**src/shared/uart_ctl_pkg.sv**
```systemverilog
// Register map, field positions and carrier types of the serial core
`default_nettype none
package uart_ctl_pkg;
    localparam logic [15:0] MODE_ADDR      = 16'hff50;
    localparam logic [15:0] RX_ERR_ADDR    = 16'hff53;
    localparam logic [15:0] TX_STAT_ADDR   = 16'hff55;
    localparam logic [15:0] TX_BUF_ADDR    = 16'hff59;
    localparam logic [15:0] RX_BUF_ADDR    = 16'hff5a;
    localparam logic [7:0]  MODE_RESET     = 8'h01;
    localparam logic [7:0]  STATUS_RESET   = 8'h00;
    localparam logic [7:0]  BUF_RESET      = 8'hff;
    localparam int          POWER_POS      = 7;
    localparam int          TX_EN_POS      = 6;
    localparam int          RX_EN_POS      = 5;
    localparam int          PARITY_HI_POS  = 4;
    localparam int          PARITY_LO_POS  = 3;
    localparam int          CHAR_LEN_POS   = 2;
    localparam int          STOP_POS       = 1;
    localparam int          ROUTING_POS    = 0;
    localparam int          PARITY_ERR_POS = 2;
    localparam int          FRAMING_ERR_POS = 1;
    localparam int          OVERRUN_POS    = 0;
    localparam int          BUF_FULL_POS   = 1;
    localparam int          SHIFT_BUSY_POS = 0;
    localparam logic [7:0]  BAUD_DIV_DEFAULT = 8'h10;

    typedef enum logic [1:0] {
        PAR_NONE = 2'b00,
        PAR_ZERO = 2'b01,
        PAR_ODD  = 2'b10,
        PAR_EVEN = 2'b11
    } parity_mode_t;

    typedef struct packed {
        logic         power_bit;
        logic         transmit_enable;
        logic         receive_enable;
        parity_mode_t parity;
        logic         character_length_bit;
        logic         stop_bit_setting;
        logic         error_interrupt_routing_bit;
    } mode_t;

    typedef struct packed {
        logic [15:0] addr;
        logic [7:0]  wdata;
        logic        wr;
        logic        rd;
    } bus_req_t;
endpackage : uart_ctl_pkg
`default_nettype wire

```
**src/rtl/uart_mode_status_control.sv**
```systemverilog
// Mode, receive error and transmit status registers of the serial core
// Functional notes
// - Power off resets statuses, break bits and receive buffer.
// - Transmit enable low resets transmitter; high enables it.
// - Receive enable low resets receiver; high enables it.
// - Power off forces mark on transmit line and high receive view.
// - Parity field: none, zero, odd or even, both directions.
// - Zero parity is never checked by the receiver.
// - Length bit picks seven or eight data bits.
// - Stop setting gives one or two transmit stop bits only.
// - Routing bit picks error or normal interrupt for receive errors.
// - Low receive line at enable starts reception at once.
// - Error status clears on reset, power or receive off, and read.
// - Parity error flag sets on parity mismatch.
// - Framing error flag sets when first stop bit is low.
// - Overrun sets on completion with unread buffer; byte discarded.
// - Transmit status clears on reset, power or transmit off.
// - Buffer full sets on buffer write, clears on move to shifter.
// - Shift busy sets on move to shifter, clears when nothing follows.
// - Writing the transmit buffer starts transmission.
`default_nettype none
module uart_mode_status_control #(
    parameter int DIV_W = 8,
    parameter logic [DIV_W-1:0] BAUD_DIV = uart_ctl_pkg::BAUD_DIV_DEFAULT
) (
    input  wire logic                   clk_i,
    input  wire logic                   rst_i,
    input  wire uart_ctl_pkg::bus_req_t req_i,
    output logic [7:0]                  rdata_o,
    input  wire logic                   receive_line_i,
    input  wire logic                   output_level_invert_i,
    output logic                        transmit_line_o,
    output logic                        receive_complete_interrupt_o,
    output logic                        receive_error_interrupt_o,
    output logic                        transmit_complete_interrupt_o,
    output logic                        break_clear_o
);
    typedef enum logic [1:0] {
        TX_IDLE  = 2'b00,
        TX_SHIFT = 2'b01,
        TX_CHAIN = 2'b11
    } tx_state_t;

    uart_ctl_pkg::mode_t mode_r, mode_nxt;
    logic [2:0]  rx_err_r, rx_err_nxt;
    logic [7:0]  tx_buf_r, tx_buf_nxt;
    logic [7:0]  rx_buf_r, rx_buf_nxt;
    logic        rx_full_r, rx_full_nxt;
    logic        buf_full_r, buf_full_nxt;
    tx_state_t   tx_state_r, tx_state_nxt;
    logic [7:0]  rdata_r, rdata_nxt;
    logic        rc_int_r, rc_int_nxt;
    logic        re_int_r, re_int_nxt;
    logic        tc_int_r, tc_int_nxt;

    logic        core_clr;
    logic        tx_clr;
    logic        rx_clr;
    logic        tx_load;
    logic        tx_busy;
    logic        tx_done;
    logic        tx_line;
    logic        rx_view;
    logic        rx_done;
    logic [7:0]  rx_data;
    logic        rx_pe;
    logic        rx_fe;
    logic        rx_error;

    function automatic logic hit(input uart_ctl_pkg::bus_req_t r, input logic [15:0] a);
        hit = (r.addr == a);
    endfunction : hit

    always_comb begin
        core_clr = rst_i | ~mode_r.power_bit;
        tx_clr   = core_clr | ~mode_r.transmit_enable;
        rx_clr   = core_clr | ~mode_r.receive_enable;
        rx_view  = mode_r.power_bit ? receive_line_i : 1'b1;
        tx_load  = buf_full_r && !tx_busy && !tx_clr;
    end

    uart_tx_shift #(
        .DIV_W  (DIV_W)
    ) u_tx (
        .clk_i  (clk_i),
        .clr_i  (tx_clr),
        .div_i  (BAUD_DIV),
        .load_i (tx_load),
        .data_i (tx_buf_r),
        .mode_i (mode_r),
        .busy_o (tx_busy),
        .done_o (tx_done),
        .line_o (tx_line)
    );

    uart_rx_shift #(
        .DIV_W       (DIV_W)
    ) u_rx (
        .clk_i       (clk_i),
        .clr_i       (rx_clr),
        .div_i       (BAUD_DIV),
        .line_i      (rx_view),
        .mode_i      (mode_r),
        .done_o      (rx_done),
        .data_o      (rx_data),
        .par_err_o   (rx_pe),
        .frame_err_o (rx_fe)
    );

    // Mode register
    always_comb begin
        mode_nxt = mode_r;
        if (rst_i) begin
            mode_nxt = uart_ctl_pkg::MODE_RESET;
        end else if (req_i.wr && hit(req_i, uart_ctl_pkg::MODE_ADDR)) begin
            mode_nxt = req_i.wdata;
        end
    end

    // Receive buffer, flags, interrupts
    always_comb begin
        rx_err_nxt  = rx_err_r;
        rx_buf_nxt  = rx_buf_r;
        rx_full_nxt = rx_full_r;
        rc_int_nxt  = 1'b0;
        re_int_nxt  = 1'b0;
        rx_error    = 1'b0;
        if (core_clr) begin
            rx_err_nxt  = uart_ctl_pkg::STATUS_RESET[2:0];
            rx_buf_nxt  = uart_ctl_pkg::BUF_RESET;
            rx_full_nxt = 1'b0;
        end else if (rx_clr) begin
            rx_err_nxt  = uart_ctl_pkg::STATUS_RESET[2:0];
            rx_full_nxt = 1'b0;
        end else begin
            // Set wins over a same-cycle read clear
            if (req_i.rd && hit(req_i, uart_ctl_pkg::RX_ERR_ADDR)) begin
                rx_err_nxt = 3'b000;
            end
            if (req_i.rd && hit(req_i, uart_ctl_pkg::RX_BUF_ADDR)) begin
                rx_full_nxt = 1'b0;
            end
            if (rx_done) begin
                rx_error = rx_pe | rx_fe | rx_full_r;
                rx_err_nxt[uart_ctl_pkg::PARITY_ERR_POS]  = rx_err_nxt[2] | rx_pe;
                rx_err_nxt[uart_ctl_pkg::FRAMING_ERR_POS] = rx_err_nxt[1] | rx_fe;
                if (rx_full_r) begin
                    rx_err_nxt[uart_ctl_pkg::OVERRUN_POS] = 1'b1;
                end else begin
                    rx_buf_nxt  = rx_data;
                    rx_full_nxt = 1'b1;
                end
                // Exactly one receive interrupt
                if (rx_error && !mode_r.error_interrupt_routing_bit) begin
                    re_int_nxt = 1'b1;
                end else begin
                    rc_int_nxt = 1'b1;
                end
            end
        end
    end

    // Transmit buffer, flags, interrupt
    always_comb begin
        tx_buf_nxt   = tx_buf_r;
        buf_full_nxt = buf_full_r;
        tx_state_nxt = tx_state_r;
        tc_int_nxt   = 1'b0;
        if (rst_i) begin
            tx_buf_nxt = uart_ctl_pkg::BUF_RESET;
        end
        if (tx_clr) begin
            buf_full_nxt = 1'b0;
            tx_state_nxt = TX_IDLE;
        end else begin
            if (tx_load) begin
                buf_full_nxt = 1'b0;
            end
            if (req_i.wr && hit(req_i, uart_ctl_pkg::TX_BUF_ADDR)) begin
                tx_buf_nxt   = req_i.wdata;
                buf_full_nxt = 1'b1;
            end
            if (tx_done) begin
                tc_int_nxt = 1'b1;
            end
            case (tx_state_r)
                TX_IDLE: begin
                    if (tx_load) begin
                        tx_state_nxt = TX_SHIFT;
                    end
                end
                TX_SHIFT: begin
                    if (tx_done) begin
                        tx_state_nxt = buf_full_r ? TX_CHAIN : TX_IDLE;
                    end
                end
                TX_CHAIN: begin
                    tx_state_nxt = TX_SHIFT;
                end
                default: tx_state_nxt = TX_IDLE;
            endcase
        end
    end

    // Unmapped addresses read zero
    always_comb begin
        rdata_nxt = 8'h00;
        if (req_i.rd) begin
            case (req_i.addr)
                uart_ctl_pkg::MODE_ADDR:    rdata_nxt = mode_r;
                uart_ctl_pkg::RX_ERR_ADDR:  rdata_nxt = {5'h00, rx_err_r};
                uart_ctl_pkg::TX_STAT_ADDR: rdata_nxt = {6'h00, buf_full_r, tx_state_r != TX_IDLE};
                uart_ctl_pkg::TX_BUF_ADDR:  rdata_nxt = tx_buf_r;
                uart_ctl_pkg::RX_BUF_ADDR:  rdata_nxt = rx_buf_r;
                default:                    rdata_nxt = 8'h00;
            endcase
        end
    end

    always_ff @(posedge clk_i) begin
        mode_r     <= mode_nxt;
        rx_err_r   <= rx_err_nxt;
        rx_buf_r   <= rx_buf_nxt;
        rx_full_r  <= rx_full_nxt;
        tx_buf_r   <= tx_buf_nxt;
        buf_full_r <= buf_full_nxt;
        tx_state_r <= tx_state_nxt;
        rdata_r    <= rdata_nxt;
        rc_int_r   <= rc_int_nxt;
        re_int_r   <= re_int_nxt;
        tc_int_r   <= tc_int_nxt;
    end

    // Power-off forces mark before the inversion
    assign transmit_line_o = (mode_r.power_bit ? tx_line : 1'b1) ^ output_level_invert_i;
    assign rdata_o                       = rdata_r;
    assign receive_complete_interrupt_o  = rc_int_r;
    assign receive_error_interrupt_o     = re_int_r;
    assign transmit_complete_interrupt_o = tc_int_r;
    assign break_clear_o                 = core_clr;
endmodule : uart_mode_status_control
`default_nettype wire

```
**src/rtl/uart_tx_shift.sv**
```systemverilog
// Transmit shifter: start, data, optional parity, one or two stop bits
`default_nettype none
module uart_tx_shift #(
    parameter int DIV_W = 8
) (
    input  wire logic                 clk_i,
    input  wire logic                 clr_i,
    input  wire logic [DIV_W-1:0]     div_i,
    input  wire logic                 load_i,
    input  wire logic [7:0]           data_i,
    input  wire uart_ctl_pkg::mode_t  mode_i,
    output logic                      busy_o,
    output logic                      done_o,
    output logic                      line_o
);
    logic [DIV_W-1:0] cnt_r, cnt_nxt;
    logic [11:0]      sh_r, sh_nxt;
    logic [3:0]       left_r, left_nxt;
    logic             line_r, line_nxt;
    logic             done_r, done_nxt;
    logic             par;
    logic [3:0]       nbits;
    logic [3:0]       pidx;

    always_comb begin
        par = mode_i.character_length_bit ? ^data_i : ^data_i[6:0];
        pidx = 4'd7 + {3'd0, mode_i.character_length_bit};
        nbits = 4'd8 + {3'd0, mode_i.character_length_bit}
              + {3'd0, mode_i.parity != uart_ctl_pkg::PAR_NONE}
              + {3'd0, mode_i.stop_bit_setting};
        cnt_nxt  = cnt_r;
        sh_nxt   = sh_r;
        left_nxt = left_r;
        line_nxt = line_r;
        done_nxt = 1'b0;
        if (clr_i) begin
            cnt_nxt  = '0;
            left_nxt = '0;
            line_nxt = 1'b1;
        end else if (load_i && left_r == 4'd0) begin
            sh_nxt = {4'hf, mode_i.character_length_bit ? data_i[7] : 1'b1, data_i[6:0]};
            case (mode_i.parity)
                uart_ctl_pkg::PAR_ZERO: sh_nxt[pidx] = 1'b0;
                uart_ctl_pkg::PAR_ODD:  sh_nxt[pidx] = ~par;
                uart_ctl_pkg::PAR_EVEN: sh_nxt[pidx] = par;
                default: ;
            endcase
            line_nxt = 1'b0;
            left_nxt = nbits + 4'd1;
            cnt_nxt  = div_i;
        end else if (left_r != 4'd0) begin
            if (cnt_r == '0) begin
                cnt_nxt  = div_i;
                line_nxt = sh_r[0];
                sh_nxt   = {1'b1, sh_r[11:1]};
                left_nxt = left_r - 4'd1;
                done_nxt = (left_r == 4'd1);
            end else begin
                cnt_nxt = cnt_r - 1'b1;
            end
        end
    end

    always_ff @(posedge clk_i) begin
        cnt_r  <= cnt_nxt;
        sh_r   <= sh_nxt;
        left_r <= left_nxt;
        line_r <= line_nxt;
        done_r <= done_nxt;
    end

    assign busy_o = (left_r != 4'd0);
    assign done_o = done_r;
    assign line_o = line_r;
endmodule : uart_tx_shift
`default_nettype wire

```
**src/rtl/uart_rx_shift.sv**
```systemverilog
// Receive shifter: samples mid-bit, one stop bit, reports parity and framing
`default_nettype none
module uart_rx_shift #(
    parameter int DIV_W = 8
) (
    input  wire logic                 clk_i,
    input  wire logic                 clr_i,
    input  wire logic [DIV_W-1:0]     div_i,
    input  wire logic                 line_i,
    input  wire uart_ctl_pkg::mode_t  mode_i,
    output logic                      done_o,
    output logic [7:0]                data_o,
    output logic                      par_err_o,
    output logic                      frame_err_o
);
    logic [DIV_W-1:0] cnt_r, cnt_nxt;
    logic [9:0]       sh_r, sh_nxt;
    logic [3:0]       left_r, left_nxt;
    logic             done_r, done_nxt;
    logic [7:0]       data_r, data_nxt;
    logic             pe_r, pe_nxt;
    logic             fe_r, fe_nxt;
    logic [3:0]       nbits;
    logic [9:0]       al;
    logic             p;
    logic [3:0]       pidx;
    logic             arm_r, arm_nxt;

    always_comb begin
        nbits = 4'd8 + {3'd0, mode_i.character_length_bit}
              + {3'd0, mode_i.parity != uart_ctl_pkg::PAR_NONE};
        pidx     = 4'd7 + {3'd0, mode_i.character_length_bit};
        arm_nxt  = arm_r;
        cnt_nxt  = cnt_r;
        sh_nxt   = sh_r;
        left_nxt = left_r;
        done_nxt = 1'b0;
        data_nxt = data_r;
        pe_nxt   = pe_r;
        fe_nxt   = fe_r;
        al = sh_r >> (4'd10 - nbits);
        p  = mode_i.character_length_bit ? ^al[7:0] : ^al[6:0];
        if (clr_i) begin
            cnt_nxt  = '0;
            left_nxt = '0;
            arm_nxt  = 1'b1;
        end else if (left_r == 4'd0) begin
            // Low line at enable starts a frame at once
            arm_nxt = arm_r | line_i;
            if (!line_i && arm_r) begin
                left_nxt = nbits;
                cnt_nxt  = div_i + (div_i >> 1);
            end
        end else if (cnt_r == '0) begin
            sh_nxt   = {line_i, sh_r[9:1]};
            cnt_nxt  = div_i;
            left_nxt = left_r - 4'd1;
            if (left_r == 4'd1) begin
                // Only the first stop bit is looked at
                al = sh_nxt >> (4'd10 - nbits);
                p  = mode_i.character_length_bit ? ^al[7:0] : ^al[6:0];
                done_nxt = 1'b1;
                data_nxt = mode_i.character_length_bit ? al[7:0] : {1'b0, al[6:0]};
                fe_nxt   = ~line_i;
                // Rearm only once the line is high
                arm_nxt  = line_i;
                case (mode_i.parity)
                    uart_ctl_pkg::PAR_ODD:  pe_nxt = ~(p ^ al[pidx]);
                    uart_ctl_pkg::PAR_EVEN: pe_nxt = p ^ al[pidx];
                    default:                pe_nxt = 1'b0;
                endcase
            end
        end else begin
            cnt_nxt = cnt_r - 1'b1;
        end
    end

    always_ff @(posedge clk_i) begin
        cnt_r  <= cnt_nxt;
        sh_r   <= sh_nxt;
        left_r <= left_nxt;
        done_r <= done_nxt;
        data_r <= data_nxt;
        pe_r   <= pe_nxt;
        fe_r   <= fe_nxt;
        arm_r  <= arm_nxt;
    end

    assign done_o      = done_r;
    assign data_o      = data_r;
    assign par_err_o   = pe_r;
    assign frame_err_o = fe_r;
endmodule : uart_rx_shift
`default_nettype wire

```
**config.mk**
```make
export PLATFORM = sky130hd
export DESIGN_NAME = uart_mode_status_control
export DESIGN_NICKNAME = d
export VERILOG_FILES = /design/src/shared/uart_ctl_pkg.sv /design/src/rtl/uart_mode_status_control.sv /design/src/rtl/uart_tx_shift.sv /design/src/rtl/uart_rx_shift.sv
export SDC_FILE = /design/constraint.sdc
export NUM_CORES = 1
export LEC_CHECK = 0
export BUFFER_PORTS_ARGS = -buffer_cell sky130_fd_sc_hd__buf_4
export CAP_MARGIN = 20
export CORE_MARGIN = 4
export CORE_UTILIZATION = 50
export CTS_CLUSTER_SIZE = 25
export DETAILED_ROUTE_END_ITERATION = 8
export PLACE_DENSITY = 0.72
export SYNTH_ARGS = -nofsm -noshare
export SYNTH_HDL_FRONTEND = slang
export SYNTH_SLANG_ARGS = --single-unit
```
**constraint.sdc**
```tcl
create_clock -name clk_i -period 6.6 [get_ports clk_i]
set_input_delay 0.99 -clock clk_i [delete_from_list [all_inputs] [get_ports clk_i]]
set_output_delay 0.99 -clock clk_i [all_outputs]
set_load 0.03 [all_outputs]
```
# Word level (Yosys, flattened, before mapping)
# Index checks and enable logic that the tools add are counted.
dict set report op_classes {
  add_sub_neg 10
  magnitude_cmp 2
  eq_ne 15
  n_shift 1
  n_mux 56
  bitwise 26
  n_reduce_logical 44
}
# operator count
set ops {}
lappend ops {{== test 16 bit (second input constant)} 5}
lappend ops {{2-to-1 mux 8 bit} 7}
lappend ops {{case mux 8 bit (5 select lines)} 1}
lappend ops {{2-to-1 mux 12 bit} 3}
lappend ops {{case mux 12 bit (3 select lines)} 1}
lappend ops {{bitwise mux 12 bit} 2}
lappend ops {{2-to-1 mux 4 bit} 6}
lappend ops {{2-to-1 mux 1 bit} 23}
lappend ops {{zero test 8 bit} 2}
lappend ops {{XOR reduction 8 bit} 2}
lappend ops {{subtractor 8 x 1 -> 8 bit (second input constant)} 2}
lappend ops {{inverter 1 bit} 14}
lappend ops {{nonzero test 2 bit} 7}
lappend ops {{XOR reduction 7 bit} 2}
lappend ops {{bitwise AND 12 bit} 1}
lappend ops {{2-to-1 mux 3 bit} 4}
lappend ops {{inverter 12 bit} 1}
lappend ops {{logical AND 1 bit} 10}
lappend ops {{2-to-1 mux 5 bit} 2}
lappend ops {{right shift 10 x 4 -> 10 bit} 1}
lappend ops {{AND reduction 3 bit} 3}
lappend ops {{adder 4 x 1 -> 4 bit} 2}
lappend ops {{== test 4 x 1 -> 1 bit (second input constant)} 2}
lappend ops {{zero test 4 bit} 2}
lappend ops {{26 further kinds} 49}
dict set report totals {
  register_bits 102
  in_bits 30
  out_inout_bits 13
}

# Depth between registers and ports, before layout
# Gate-level depths: netlist of run 1.
dict set report depth {
  depth_word 9
  ltp_mapped 11
  depth_no_buf 9
}

# Hierarchy
# A second synthesis of run 1 with hierarchy kept.
dict set report unflattened {
  cells_unflattened 636
  area_unflattened_um2 5801.8
}
# module n_inst cells_per_inst area_per_inst_um2 seq_area_each_um2
set modules_own_cells {}
lappend modules_own_cells {uart_rx_shift 1 240 2293.4 850.8}
lappend modules_own_cells {uart_mode_status_control 1 228 2015.7 840.8}
lappend modules_own_cells {uart_tx_shift 1 168 1492.7 610.6}

# Worst setup path after synthesis of run 1
# OpenSTA, ideal clock, no wires.
dict set report synth_timing {
  kind {input to register}
  start {input rst_i}
  end {register u_rx.sh_r[1], enable pin}
  setup_ns 0.387
  arrival_time_ns 2.516
  t_required_ns 6.213
  setup_slack_ns 3.697
  stages 6
  path_cell_list {clkbuf_1 nor2b_1 clkbuf_1 nand2_1 clkbuf_1 nor3_1}
}
dict set report synth_via {
  elab_chain_cells 4
}
# element line_no
set synth_rtl {}
lappend synth_rtl {{start: declaration} uart_mode_status_control.sv:27} ;# input wire logic rst_i,
lappend synth_rtl {{OR 1 bit} uart_mode_status_control.sv:75} ;# core_clr = rst_i | ~mode_r.power_bit;
lappend synth_rtl {{OR 1 bit} uart_mode_status_control.sv:77} ;# rx_clr = core_clr | ~mode_r.receive_enable;
lappend synth_rtl {{inverter 1 bit (no line)} n/a}
lappend synth_rtl {{AND reduction 3 bit (no line)} n/a}
lappend synth_rtl {{end signal: assignment} uart_rx_shift.sv:80} ;# sh_r <= sh_nxt;
lappend synth_rtl {{end: declaration} uart_rx_shift.sv:17} ;# logic [9:0] sh_r, sh_nxt;
# No other way between the ends.
# A chain may end at the register's enable or synchronous reset.

# Worst setup path after layout of run 1
dict set report layout_timing {
  start {register mode_r[2] in the netlist's numbering}
  end {register u_rx.pe_r (netlist: u_rx.par_err_o) (data pin)}
}
dict set report layout_via {
  elab_chain_cells 9
  elab_cells_between_ends 13
  cone_classes {add/sub: 4; shift: 1; mux: 4; bitwise: 2; reduce/logical: 2}
}
# element line_no
set layout_rtl {}
lappend layout_rtl {{start: declaration} uart_mode_status_control.sv:44} ;# uart_ctl_pkg::mode_t mode_r, mode_nxt;
lappend layout_rtl {{start signal: assignment} uart_mode_status_control.sv:221} ;# mode_r <= mode_nxt;
lappend layout_rtl {{adder 4 x 1 -> 4 bit} uart_rx_shift.sv:30} ;# nbits = 4'd8 + {3'd0, mode_i.character_length_bit}
lappend layout_rtl {{adder 4 x 1 -> 4 bit} uart_rx_shift.sv:31} ;# + {3'd0, mode_i.parity != uart_ctl_pkg::PAR_NONE};
lappend layout_rtl {{subtractor 4 bit} n/a}
lappend layout_rtl {{right shift 10 x 4 -> 10 bit} uart_rx_shift.sv:60} ;# al = sh_nxt >> (4'd10 - nbits);
lappend layout_rtl {{binary-select mux 1 bit (select 4 bit) (tied with other cells)} {uart_rx_shift.sv:68, uart_rx_shift.sv:69}}
lappend layout_rtl {{2-to-1 mux 1 bit, on equally long branches} {uart_rx_shift.sv:68, uart_rx_shift.sv:69, uart_rx_shift.sv:61}}
lappend layout_rtl {{XOR 1 bit *} {uart_rx_shift.sv:68, uart_rx_shift.sv:69}}
lappend layout_rtl {{inverter 1 bit} uart_rx_shift.sv:68} ;# uart_ctl_pkg::PAR_ODD: pe_nxt = ~(p ^ al[pidx]);
lappend layout_rtl {{case mux 1 bit (2 select lines) *} uart_rx_shift.sv:67} ;# case (mode_i.parity)
lappend layout_rtl {{end signal: assignment} uart_rx_shift.sv:84} ;# pe_r <= pe_nxt;
lappend layout_rtl {{end: declaration} uart_rx_shift.sv:21} ;# logic pe_r, pe_nxt;
# Mark *: on every way between the ends. The rest lies on a longest branch, timed or not. The select of a mux whose other input is x is not followed.

==> impl_metrics.tcl, run 1 <==
set metrics [dict create \
    antenna_found_initial 0 \
    num_rows 35 \
    port_buffers 42 \
    regArea_um2 2242 \
    routed_via_density 5.435 \
    fill_cells 789 \
    grt_pass1_wl_um 17680 \
    routabilityCongestion 0.7955 \
    ant_nets 0 \
    r2r_slack_ns 3.37 \
    min_period_ns 3.233 \
    yosysWarnings 0 \
    ys_types 62 \
    grt_pass1_vias 3544 \
    clockBufferDepth 2 \
    cts.clk_slew.worst_paths_ns 0.10 \
    final_nets 594 \
    finalMaxSlewViolations 0 \
    power_density_nw_per_um2 194.4 \
    grt.total_usage 0.1942 \
    start_util 0.5144 \
    clock_skew_ns 0.02119 \
    r2r_end "u_rx.par_err_o" \
    drtIter0Drc 282 \
    synth_edf_count 28 \
    status "complete, no violations" \
    hold_viol 0 \
    synth_top_area_frac 0.2934 \
    cellLeakagePower_nw 2.081 \
    power_mw 1.050 \
    gr-total-overflow 0 \
    synth_top_area_cell "dfxtp_1" \
    seq_area_frac_synth 0.4695 \
    grt_start_max_net_pins 26 \
    cts_resized 0 \
    ctsHoldBuffers 0 \
    cp.required_ns 6.79 \
    synth_area_um2 4776 \
    path_max_fanout 25 \
    r2r_cells 8 \
    drt_pre_antenna_iters 6 \
    cts.sink_count 98 \
    multi_input_area_um2 2356 \
    relSlewSlack 0.4056 \
    area_delta_synth_final_pct 13.10 \
    final_area_um2 5401 \
    insertion_delay_ns 0.36 \
    final_cell_mix "nor2_1, dfxtp_1, nand2_1" \
    ir_drop_uv 119.2 \
    die_y_um 105.7 \
    diodes 0 \
    htree_num_levels 3 \
    synth_seq_cells 98 \
    placed_area_um2 5169 \
    avgSynthCellArea_um2 9.346 \
    max-cap-violations 0 \
    die_x_um 105.7 \
    die_area_um2 11180 \
    dp_hpwl_um 7817 \
    fin_crit_sh 0.4899 \
    numCtsBuffers 9 \
    crit_start "mode_r[2]" \
    coreArea_um2 9284 \
    synth_area_leaders "dfxtp_1, edfxtp_1, nor2_1, nand2_1, ha_1" \
    endpoint "u_rx.par_err_o" \
    cts_tree "yes" \
    drive_gt1_frac 0.1322 \
    drc 0 \
    setup_viol 0 \
    yosys_most_used_dff "dfxtp_1" \
    crit_type "register to register" \
    startpoint_type "register" \
    rsz0062_at_grt "false" \
    ioPinCount 43 \
    worst_pin_slew_ns 0.8842 \
    wl_per_cell_um 15.33 \
    fin_setup_tns_ns 0 \
    rr_startpoint "mode_r[2]" \
    min_path_type "register to register" \
    vias 3701 \
    async_flop_share 0 \
    syn_nets 558 \
    synthCells 511 \
    cp.arrival_ns 3.42 \
    cts_root_buf "clkbuf_8" \
    cp-end-kind "register" \
    fmax_mhz 309.3 \
    postRouteWirelength_um 10440 \
    postCtsSetupBuffers 0 \
]
==> routing by layer <==
metal  GRT usage  part of all wire  vias up
li1            -                 -     1871
met1      0.2722              0.48     1706
met2      0.3092              0.45      107
met3     0.03246             0.049       17
met4     0.05643             0.016        0
met5           0                 0        -
==> critical path, cell delays in order, from the launching register on <==
cell	delay, ns
dfxtp_1	0.54
inv_1	0.16
ha_1	0.79
mux2i_1	0.26
or3_1	0.41
nand3_1	0.10
a21boi_0	0.11
or4b_1	0.53
mux2i_1	0.17
==> registers in the layout (all words and copies together) (netlist names), 2 cells and up <==
register,flops
mode_r,8
rdata_o,8
rx_buf_r,8
rx_err_r,3
tx_buf_r,8
tx_state_r,2
u_rx.cnt_r,8
u_rx.data_o,8
u_rx.left_r,4
u_rx.sh_r,9
u_tx.cnt_r,8
u_tx.left_r,4
u_tx.sh_r,9
==> Yosys cell counts, types with 2 or more instances <==
cell type,instances
ha_1,17
o31ai_1,2
a21o_1,3
and3b_1,2
nand2b_1,6
a221oi_1,4
nor3b_1,2
nand4_1,2
o21ai_0,11
o22ai_1,6
clkbuf_1,14
o211ai_1,2
o21bai_1,2
buf_2,4
and2_1,4
nor3_1,15
nor2_1,70
a22oi_1,9
nand2_1,66
a222oi_1,6
nor4_2,2
inv_1,21
edfxtp_1,28
or2_2,2
xnor3_1,4
dfxtp_1,70
or3_1,2
buf_4,2
nor2b_1,9
a21oi_1,27
nand3_1,20
a31oi_1,2
xnor2_1,16
a311oi_1,5
and3_1,3
a211oi_1,4
xor2_1,7
mux2i_1,16
==> through the flow <==
step                      hold WS [ns]  setup slack [ns]  utilization  cells
after floorplan                 0.4051             3.697            -    511
after global placement          0.4413             3.141       0.5567    663
after detailed placement        0.4475             3.032       0.5567    663
after CTS                       0.4714             3.385       0.5807    679
after global routing            0.4867             3.141       0.5818    681
final                           0.4731             3.367       0.5818    681
==> area by class of cell <==
class                           count  area share
Clock buffer                       12     0.03475
Clock inverter                      4    0.006486
Inverter                           21     0.01459
Multi-Input combinational cell    371      0.4362
Sequential cell                    98      0.4151
Tap cell                          129     0.02988
Timing Repair Buffer               46     0.06301
==> where the power goes <==
group          leakage (nW)  total [mW]  switching [mW]  internal (mW)
clock network         0.114       0.411           0.212          0.198
registers             0.781       0.614     0.000000824          0.614
logic                  1.19      0.0252          0.0105         0.0147
total                  2.08        1.05           0.223          0.827
==> how the worst min path moves through the flow <==
| stage | start | endpoint | slack, ns | cells after the start |
|---|---|---|---|---|
| 3_5_place_dp | u_rx.data_o[4] | rx_buf_r[4] | 0.45 | 2 |
| 4_1_cts | u_rx.data_o[3] | rx_buf_r[3] | 0.47 | 2 |
| 6_report | rx_buf_r[0] | rx_buf_r[0] | 0.47 | 2 |
| 2_1_floorplan | mode_r[5] | u_rx.arm_r | 0.41 | 1 |
| 5_1_grt | u_rx.sh_r[2] | u_rx.sh_r[1] | 0.49 | 0 |
| 3_3_place_gp | u_rx.sh_r[2] | u_rx.sh_r[1] | 0.44 | 0 |
==> logic make-up (layout without fill, tap and decap cells) <==
family	count (synthesis)	in the layout	share of synthesized area
and+or+nand+nor	221	221	0.2282
DFF	98	98	0.4695
AOI/OAI and AO/OA	90	90	0.1260
buffers and inverters	42	83	0.03720
xor gates and xnor gates	27	27	0.06104
adders and majority gates	17	17	0.04454
muxes	16	16	0.03353
Note: power is estimated with default switching activity, not from simulation.
==> inputs of run 2 (changes only) <==
--- a/config.mk
+++ b/config.mk
@@ -5,13 +5,14 @@
 export SDC_FILE = /design/constraint.sdc
 export NUM_CORES = 1
 export LEC_CHECK = 0
+export ABC_AREA = 1
 export BUFFER_PORTS_ARGS = -buffer_cell sky130_fd_sc_hd__buf_4
 export CAP_MARGIN = 20
 export CORE_MARGIN = 4
 export CORE_UTILIZATION = 50
 export CTS_CLUSTER_SIZE = 25
 export DETAILED_ROUTE_END_ITERATION = 8
-export PLACE_DENSITY = 0.72
+export PLACE_DENSITY = 0.74
 export SYNTH_ARGS = -nofsm -noshare
 export SYNTH_HDL_FRONTEND = slang
 export SYNTH_SLANG_ARGS = --single-unit
==> constraint.sdc (replaced) <==
create_clock -name clk_i -period 2.9 [get_ports clk_i]
set_input_delay 0.435 -clock clk_i [delete_from_list [all_inputs] [get_ports clk_i]]
set_output_delay 0.435 -clock clk_i [all_outputs]
set_load 0.03 [all_outputs]
==> run 2 against run 1 <==
  * Combinational power increased by 130%
  * Worst setup slack got worse by 3.0 ns
  * Routed wire length increased by 7.4%
  * Synthesized cell count increased by 26%
  * Count of clock-buffer cells in the layout decreased by 2
  * Clock power increased by 94%
  * Register-to-register slack got worse by 3.0 ns
  * Total power increased by 110%
  * Sequential share of layout area decreased by 1.9 points
  * Design area increased by 4.9%
  * Critical path type unchanged
  * Critical endpoint unchanged
  * Largest cell class unchanged
  * Largest power group unchanged
==> impl_metrics.tcl, run 2 <==
set metrics [dict create \
    async_flop_share 0 \
    cts.clk_slew.worst_paths_ns 0.10 \
    antenna_found_initial 0 \
    routabilityCongestion 0.9269 \
    max-cap-violations 0 \
    seq_area_frac_synth 0.4430 \
    yosys.area_share.simple 0.2957 \
    grt.total_usage 0.2028 \
    vias 4298 \
    yosysWarnings 0 \
    met2_usage 0.3248 \
    cts_tree "yes" \
    htree_num_levels 3 \
    postCtsSetupBuffers 0 \
    startpoint_type "register" \
    coreArea_um2 9819 \
    path_max_fanout 12 \
    power_mw 2.255 \
    r2r_slack_ns 0.32 \
    insertion_delay_ns 0.38 \
    rsz0062_at_grt "false" \
    ys_types 45 \
    num_rows 36 \
    cp.required_ns 3.03 \
    synth_xor_area_frac 0.02423 \
    finalMaxSlewViolations 0 \
    cp-end-kind "register" \
    final_util 0.5768 \
    grtUsageMet1 0.2664 \
    diodes 0 \
    drtIter0Drc 284 \
    r2r_cells 15 \
    final_area_um2 5664 \
    hold_viol 0 \
    clock_skew_ns 0.01505 \
    drc 0 \
    syn_nets 693 \
    synth_top_family_by_area "simple AND/OR/NAND/NOR gates" \
    final_common_cell "nand2_1" \
    r2r_end "u_rx.par_err_o" \
    setup_viol 0 \
    cts.sink_count 98 \
    synthAdderAreaFrac 0.04203 \
    holdWs_ns 0.2636 \
    synthTopCellsByCount "nand2_1, inv_1, dfxtp_1" \
    endpoint "u_rx.par_err_o" \
    final_cell_mix "nand2_1, inv_1, dfxtp_1" \
    drive_gt1_frac 0.1478 \
    fmax_mhz 388.0 \
    crit_type "register to register" \
    synth_top_area_cell "dfxtp_1" \
    synthMuxAreaShare 0 \
    synth.most_common_cell "nand2_1" \
    numCtsBuffers 9 \
    routed_via_density 5.178 \
    die_x_um 108.6 \
    port_buffers 42 \
    status "complete, no violations" \
    gr-total-overflow 0 \
    synth_seq_cells 98 \
    synthCells 646 \
    grt_pass1_wl_um 18800 \
    die_area_um2 11800 \
    synth_top_area_frac 0.2769 \
    cp.arrival_ns 2.71 \
    ir_drop_uv 311.0 \
    min_period_ns 2.578 \
    relSlewSlack 0.5955 \
    grt_start_max_net_pins 18 \
    fin_setup_tns_ns 0 \
    ant_nets 0 \
    ctsHoldBuffers 0 \
    synth_compound_area_frac 0.1053 \
    synth_area_leaders "dfxtp_1, edfxtp_1, nand2_1, inv_1, nand3_1" \
    min-delay-start "req_i[2]" \
    rr_startpoint "mode_r[4]" \
    dp_hpwl_um 8678 \
    cellLeakagePower_nw 2.563 \
    yosys_most_used_dff "dfxtp_1" \
    wl_per_cell_um 13.51 \
    grt_busiest_layer "met2" \
    avgSynthCellArea_um2 7.835 \
    min_path_type "input pin to register" \
    grt_pass1_vias 4010 \
    postRouteWirelength_um 11220 \
    placed_area_um2 5497 \
    worst_pin_slew_ns 0.6050 \
    drt_pre_antenna_iters 5 \
    area_delta_synth_final_pct 11.92 \
    fin_crit_sh 0.8888 \
    power_density_nw_per_um2 398.1 \
    clockBufferDepth 2 \
    ioPinCount 43 \
    cts_root_buf "clkbuf_8" \
    synth_edf_count 28 \
    synth_area_um2 5061 \
    use_met3 0.05388 \
    reg.largest.list "u_rx.sh_r (9), u_tx.sh_r (9)" \
    final_nets 739 \
    start_util 0.5154 \
    fill_cells 914 \
    crit_start "mode_r[4]" \
    die_y_um 108.6 \
]
==> run 2: critical path, cell delays in order (launching register included) <==
cell	delay [ns]
dfxtp_1	0.37
nor2_1	0.26
ha_1	0.43
nand2_1	0.34
nand2_1	0.11
nand3b_1	0.19
inv_1	0.10
nand2_1	0.08
nand2_1	0.07
nand2_1	0.05
nand2_1	0.08
inv_1	0.04
nand2_1	0.07
nand2_1	0.05
nand2_1	0.05
nand2_1	0.04
==> run 2: logic make-up (layout without fill, tap and decap cells) <==
group | count (synthesis) | in the layout
buffers and inverters | 111 | 162
AO/OA/AOI/OAI | 90 | 90
XOR/XNOR | 14 | 14
adder cells (fa/ha/maj) | 17 | 17
AND/OR/NAND/NOR | 316 | 316
flip-flops | 98 | 98
==> run 2: worst min path at each step <==
stage | end | slack (ns) | cells past startpoint
after floorplan | transmit_complete_interrupt_o | 0.42 | 2
after detailed placement | rx_buf_r[2] | 0.45 | 2
final | tx_buf_r[0] | 0.26 | 3
after global placement | rx_buf_r[6] | 0.44 | 2
after CTS | tx_buf_r[0] | 0.24 | 3
after global routing | tx_buf_r[0] | 0.24 | 3
==> run 2: metrics by stage <==
| step | cells | setup slack [ns] |
|---|---|---|
| 2_1_floorplan | 646 | 0.7564 |
| 3_3_place_gp | 814 | 0.4350 |
| 3_5_place_dp | 814 | 0.3152 |
| 4_1_cts | 830 | 0.2967 |
| 5_1_grt | 830 | 0.05358 |
| 6_report | 830 | 0.3225 |
==> run 2: cell type report <==
type / count / area (µm²) / area share
Sequential cell: 98 / 2242 / 0.3958
Inverter: 100 / 377.9 / 0.06671
Timing Repair Buffer: 46 / 345.3 / 0.06097
Clock buffer: 10 / 127.6 / 0.02253
Tap cell: 133 / 166.4 / 0.02938
Clock inverter: 6 / 40.04 / 0.007069
Multi-Input combinational cell: 437 / 2365 / 0.4175
==> run 2: per-layer routing <==
metal / share of wire / wire length (µm)
met5: 0 / 0
met4: 0.021 / 239
met3: 0.062 / 701
met2: 0.46 / 5108
met1: 0.46 / 5167
==> run 2: timing repair <==
action | in CTS | in global routing
setup endpoints to repair | 0 | 1
gates resized for setup | 0 | 1
endpoints found under the hold margin | 0 | 0
==> run 2: where the power goes <==
part	internal, mW	switching (mW)	total, mW
Combinational	0.0298	0.0284	0.0582
Sequential	1.40	0.00000154	1.40
Clock	0.314	0.485	0.799
==> inputs of run 3 (changes only) <==
--- a/config.mk
+++ b/config.mk
@@ -9,10 +9,10 @@
 export BUFFER_PORTS_ARGS = -buffer_cell sky130_fd_sc_hd__buf_4
 export CAP_MARGIN = 20
 export CORE_MARGIN = 4
-export CORE_UTILIZATION = 50
+export CORE_UTILIZATION = 54
 export CTS_CLUSTER_SIZE = 25
 export DETAILED_ROUTE_END_ITERATION = 8
-export PLACE_DENSITY = 0.74
+export PLACE_DENSITY = 0.79
 export SYNTH_ARGS = -nofsm -noshare
 export SYNTH_HDL_FRONTEND = slang
 export SYNTH_SLANG_ARGS = --single-unit
==> run 3 against run 2 <==
  * Die area is 6.9% lower
  * Routed wire length is 0.76% higher
  * Final cell count is 2.7% lower
  * Count of clock-buffer cells in the layout is 1 higher
  * Critical endpoint unchanged
  * Largest power group unchanged
  * Highest routed layer unchanged
==> impl_metrics.tcl, run 3 (same netlist as run 2, synthesis figures left out) <==
set metrics [dict create \
    status "complete, no violations" \
    cpPeakStageDelay_ns 0.42 \
    finalMaxSlewViolations 0 \
    fin_setup_tns_ns 0 \
    startpoint_type "register" \
    fin_crit_sh 0.8728 \
    ant_nets 0 \
    r2r_cells 16 \
    wl_per_cell_um 13.99 \
    cts_tree "yes" \
    area_delta_synth_final_pct 11.79 \
    cpMostUsedCell "nand2_1" \
    start_util 0.5503 \
    power_mw 2.301 \
    final_cell_mix "nand2_1, inv_1, dfxtp_1" \
    cp-end-kind "register" \
    max-cap-violations 0 \
    grt_pass1_vias 4224 \
    routed_via_density 5.453 \
    coreArea_um2 9196 \
    grt_pass1_wl_um 19200 \
    hold_viol 0 \
    slowest_stage "ha_1" \
    postRouteWirelength_um 11300 \
    cts_resized 0 \
    setup_viol 0 \
    grt_start_max_net_pins 18 \
    numCtsBuffers 9 \
    final_area_um2 5658 \
    power_density_nw_per_um2 406.6 \
    drc 0 \
    path_max_fanout 12 \
    dp_hpwl_um 8707 \
    insertion_delay_ns 0.37 \
    cp.required_ns 3.04 \
    cts.clk_slew.worst_paths_ns 0.10 \
    die_y_um 104.8 \
    clock_skew_ns 0.01286 \
    drt_pre_antenna_iters 5 \
    cts.sink_count 98 \
    relSlewSlack 0.5821 \
    gr-total-overflow 0 \
    ioPinCount 43 \
    cellLeakagePower_nw 2.575 \
    vias 4406 \
    path_cells "nor2_1, ha_1, inv_2, nand2_1, nand3_1, nand2_1, nor2_1, nand2_1, nand3_1, nand2_1, nand2_1, nand2_1, nand2_1, nand2_1, nand2_1, nand2_1" \
    cp.arrival_ns 2.67 \
    hold_path_depth 3 \
    die_x_um 104.8 \
    drtIter0Drc 214 \
    holdWs_ns 0.2933 \
    postCtsSetupBuffers 0 \
    ctsHoldBuffers 0 \
    min_path_type "input pin to register" \
    drive_gt1_frac 0.1506 \
    final_common_cell "nand2_1" \
    cts_root_buf "clkbuf_8" \
    htree_num_levels 3 \
    placed_area_um2 5469 \
    final_nets 739 \
    worst_pin_slew_ns 0.6251 \
    fmax_mhz 395.1 \
    crit_type "register to register" \
    num_rows 35 \
    diodes 0 \
    min_period_ns 2.531 \
    antenna_found_initial 0 \
    clockBufferDepth 2 \
    grt.total_usage 0.2134 \
    die_area_um2 10990 \
    rsz0062_at_grt "false" \
    reg.largest.list "u_rx.sh_r (9), u_tx.sh_r (9)" \
    ir_drop_uv 216.9 \
    routabilityCongestion 0.9085 \
    port_buffers 42 \
]
==> run 3: layer usage <==
layer | vias up | GRT usage | part of all wire
met5 | - | 0 | 0
met1 | 2024 | 0.2721 | 0.43
li1 | 2203 | - | -
met4 | 0 | 0.08341 | 0.021
met2 | 157 | 0.3488 | 0.48
met3 | 22 | 0.05188 | 0.064
==> run 3: per-stage QoR <==
step / cells / worst slack [ns] / utilization
2_1_floorplan: 646 / 0.7564 / -
3_3_place_gp: 792 / 0.4568 / 0.5947
3_5_place_dp: 792 / 0.2953 / 0.5947
4_1_cts: 808 / 0.2925 / 0.6150
5_1_grt: 808 / 0.06165 / 0.6152
6_report: 808 / 0.3689 / 0.6152
==> run 3: report_power, final <==
| part | switching, mW | internal (mW) | leakage (nW) |
|---|---|---|---|
| logic | 0.0281 | 0.0298 | 1.65 |
| clock network | 0.478 | 0.367 | 0.0991 |
| registers | 0.00000157 | 1.40 | 0.822 |
==> run 3: layout make-up <==
| class | instances | area (µm²) |
|---|---|---|
| clock inverters | 5 | 33.78 |
| fillers | 807 | 3538 |
| clock buffers | 11 | 152.6 |
| repair buffers | 46 | 345.3 |
| well taps | 111 | 138.9 |
| multi-input cells | 437 | 2367 |
| inverters | 100 | 377.9 |
| flip-flops and latches | 98 | 2242 |
==> run 3: worst max-delay path: cells and delay by family, from the launching register on <==
kind                       cells  cell delay [ns]
adders and majority gates      1             0.42
buffers and inverters          1             0.22
DFF                            1             0.38
and+or+nand+nor               14             1.30
==> run 3: final timing paths <==
kind | slack (ns) | start | endpoint
min reg2reg | 0.45 | u_tx.done_o | transmit_complete_interrupt_o
max | 0.37 | mode_r[4] | u_rx.par_err_o
max reg2reg | 0.37 | mode_r[4] | u_rx.par_err_o
min | 0.29 | req_i[4] | tx_buf_r[2]
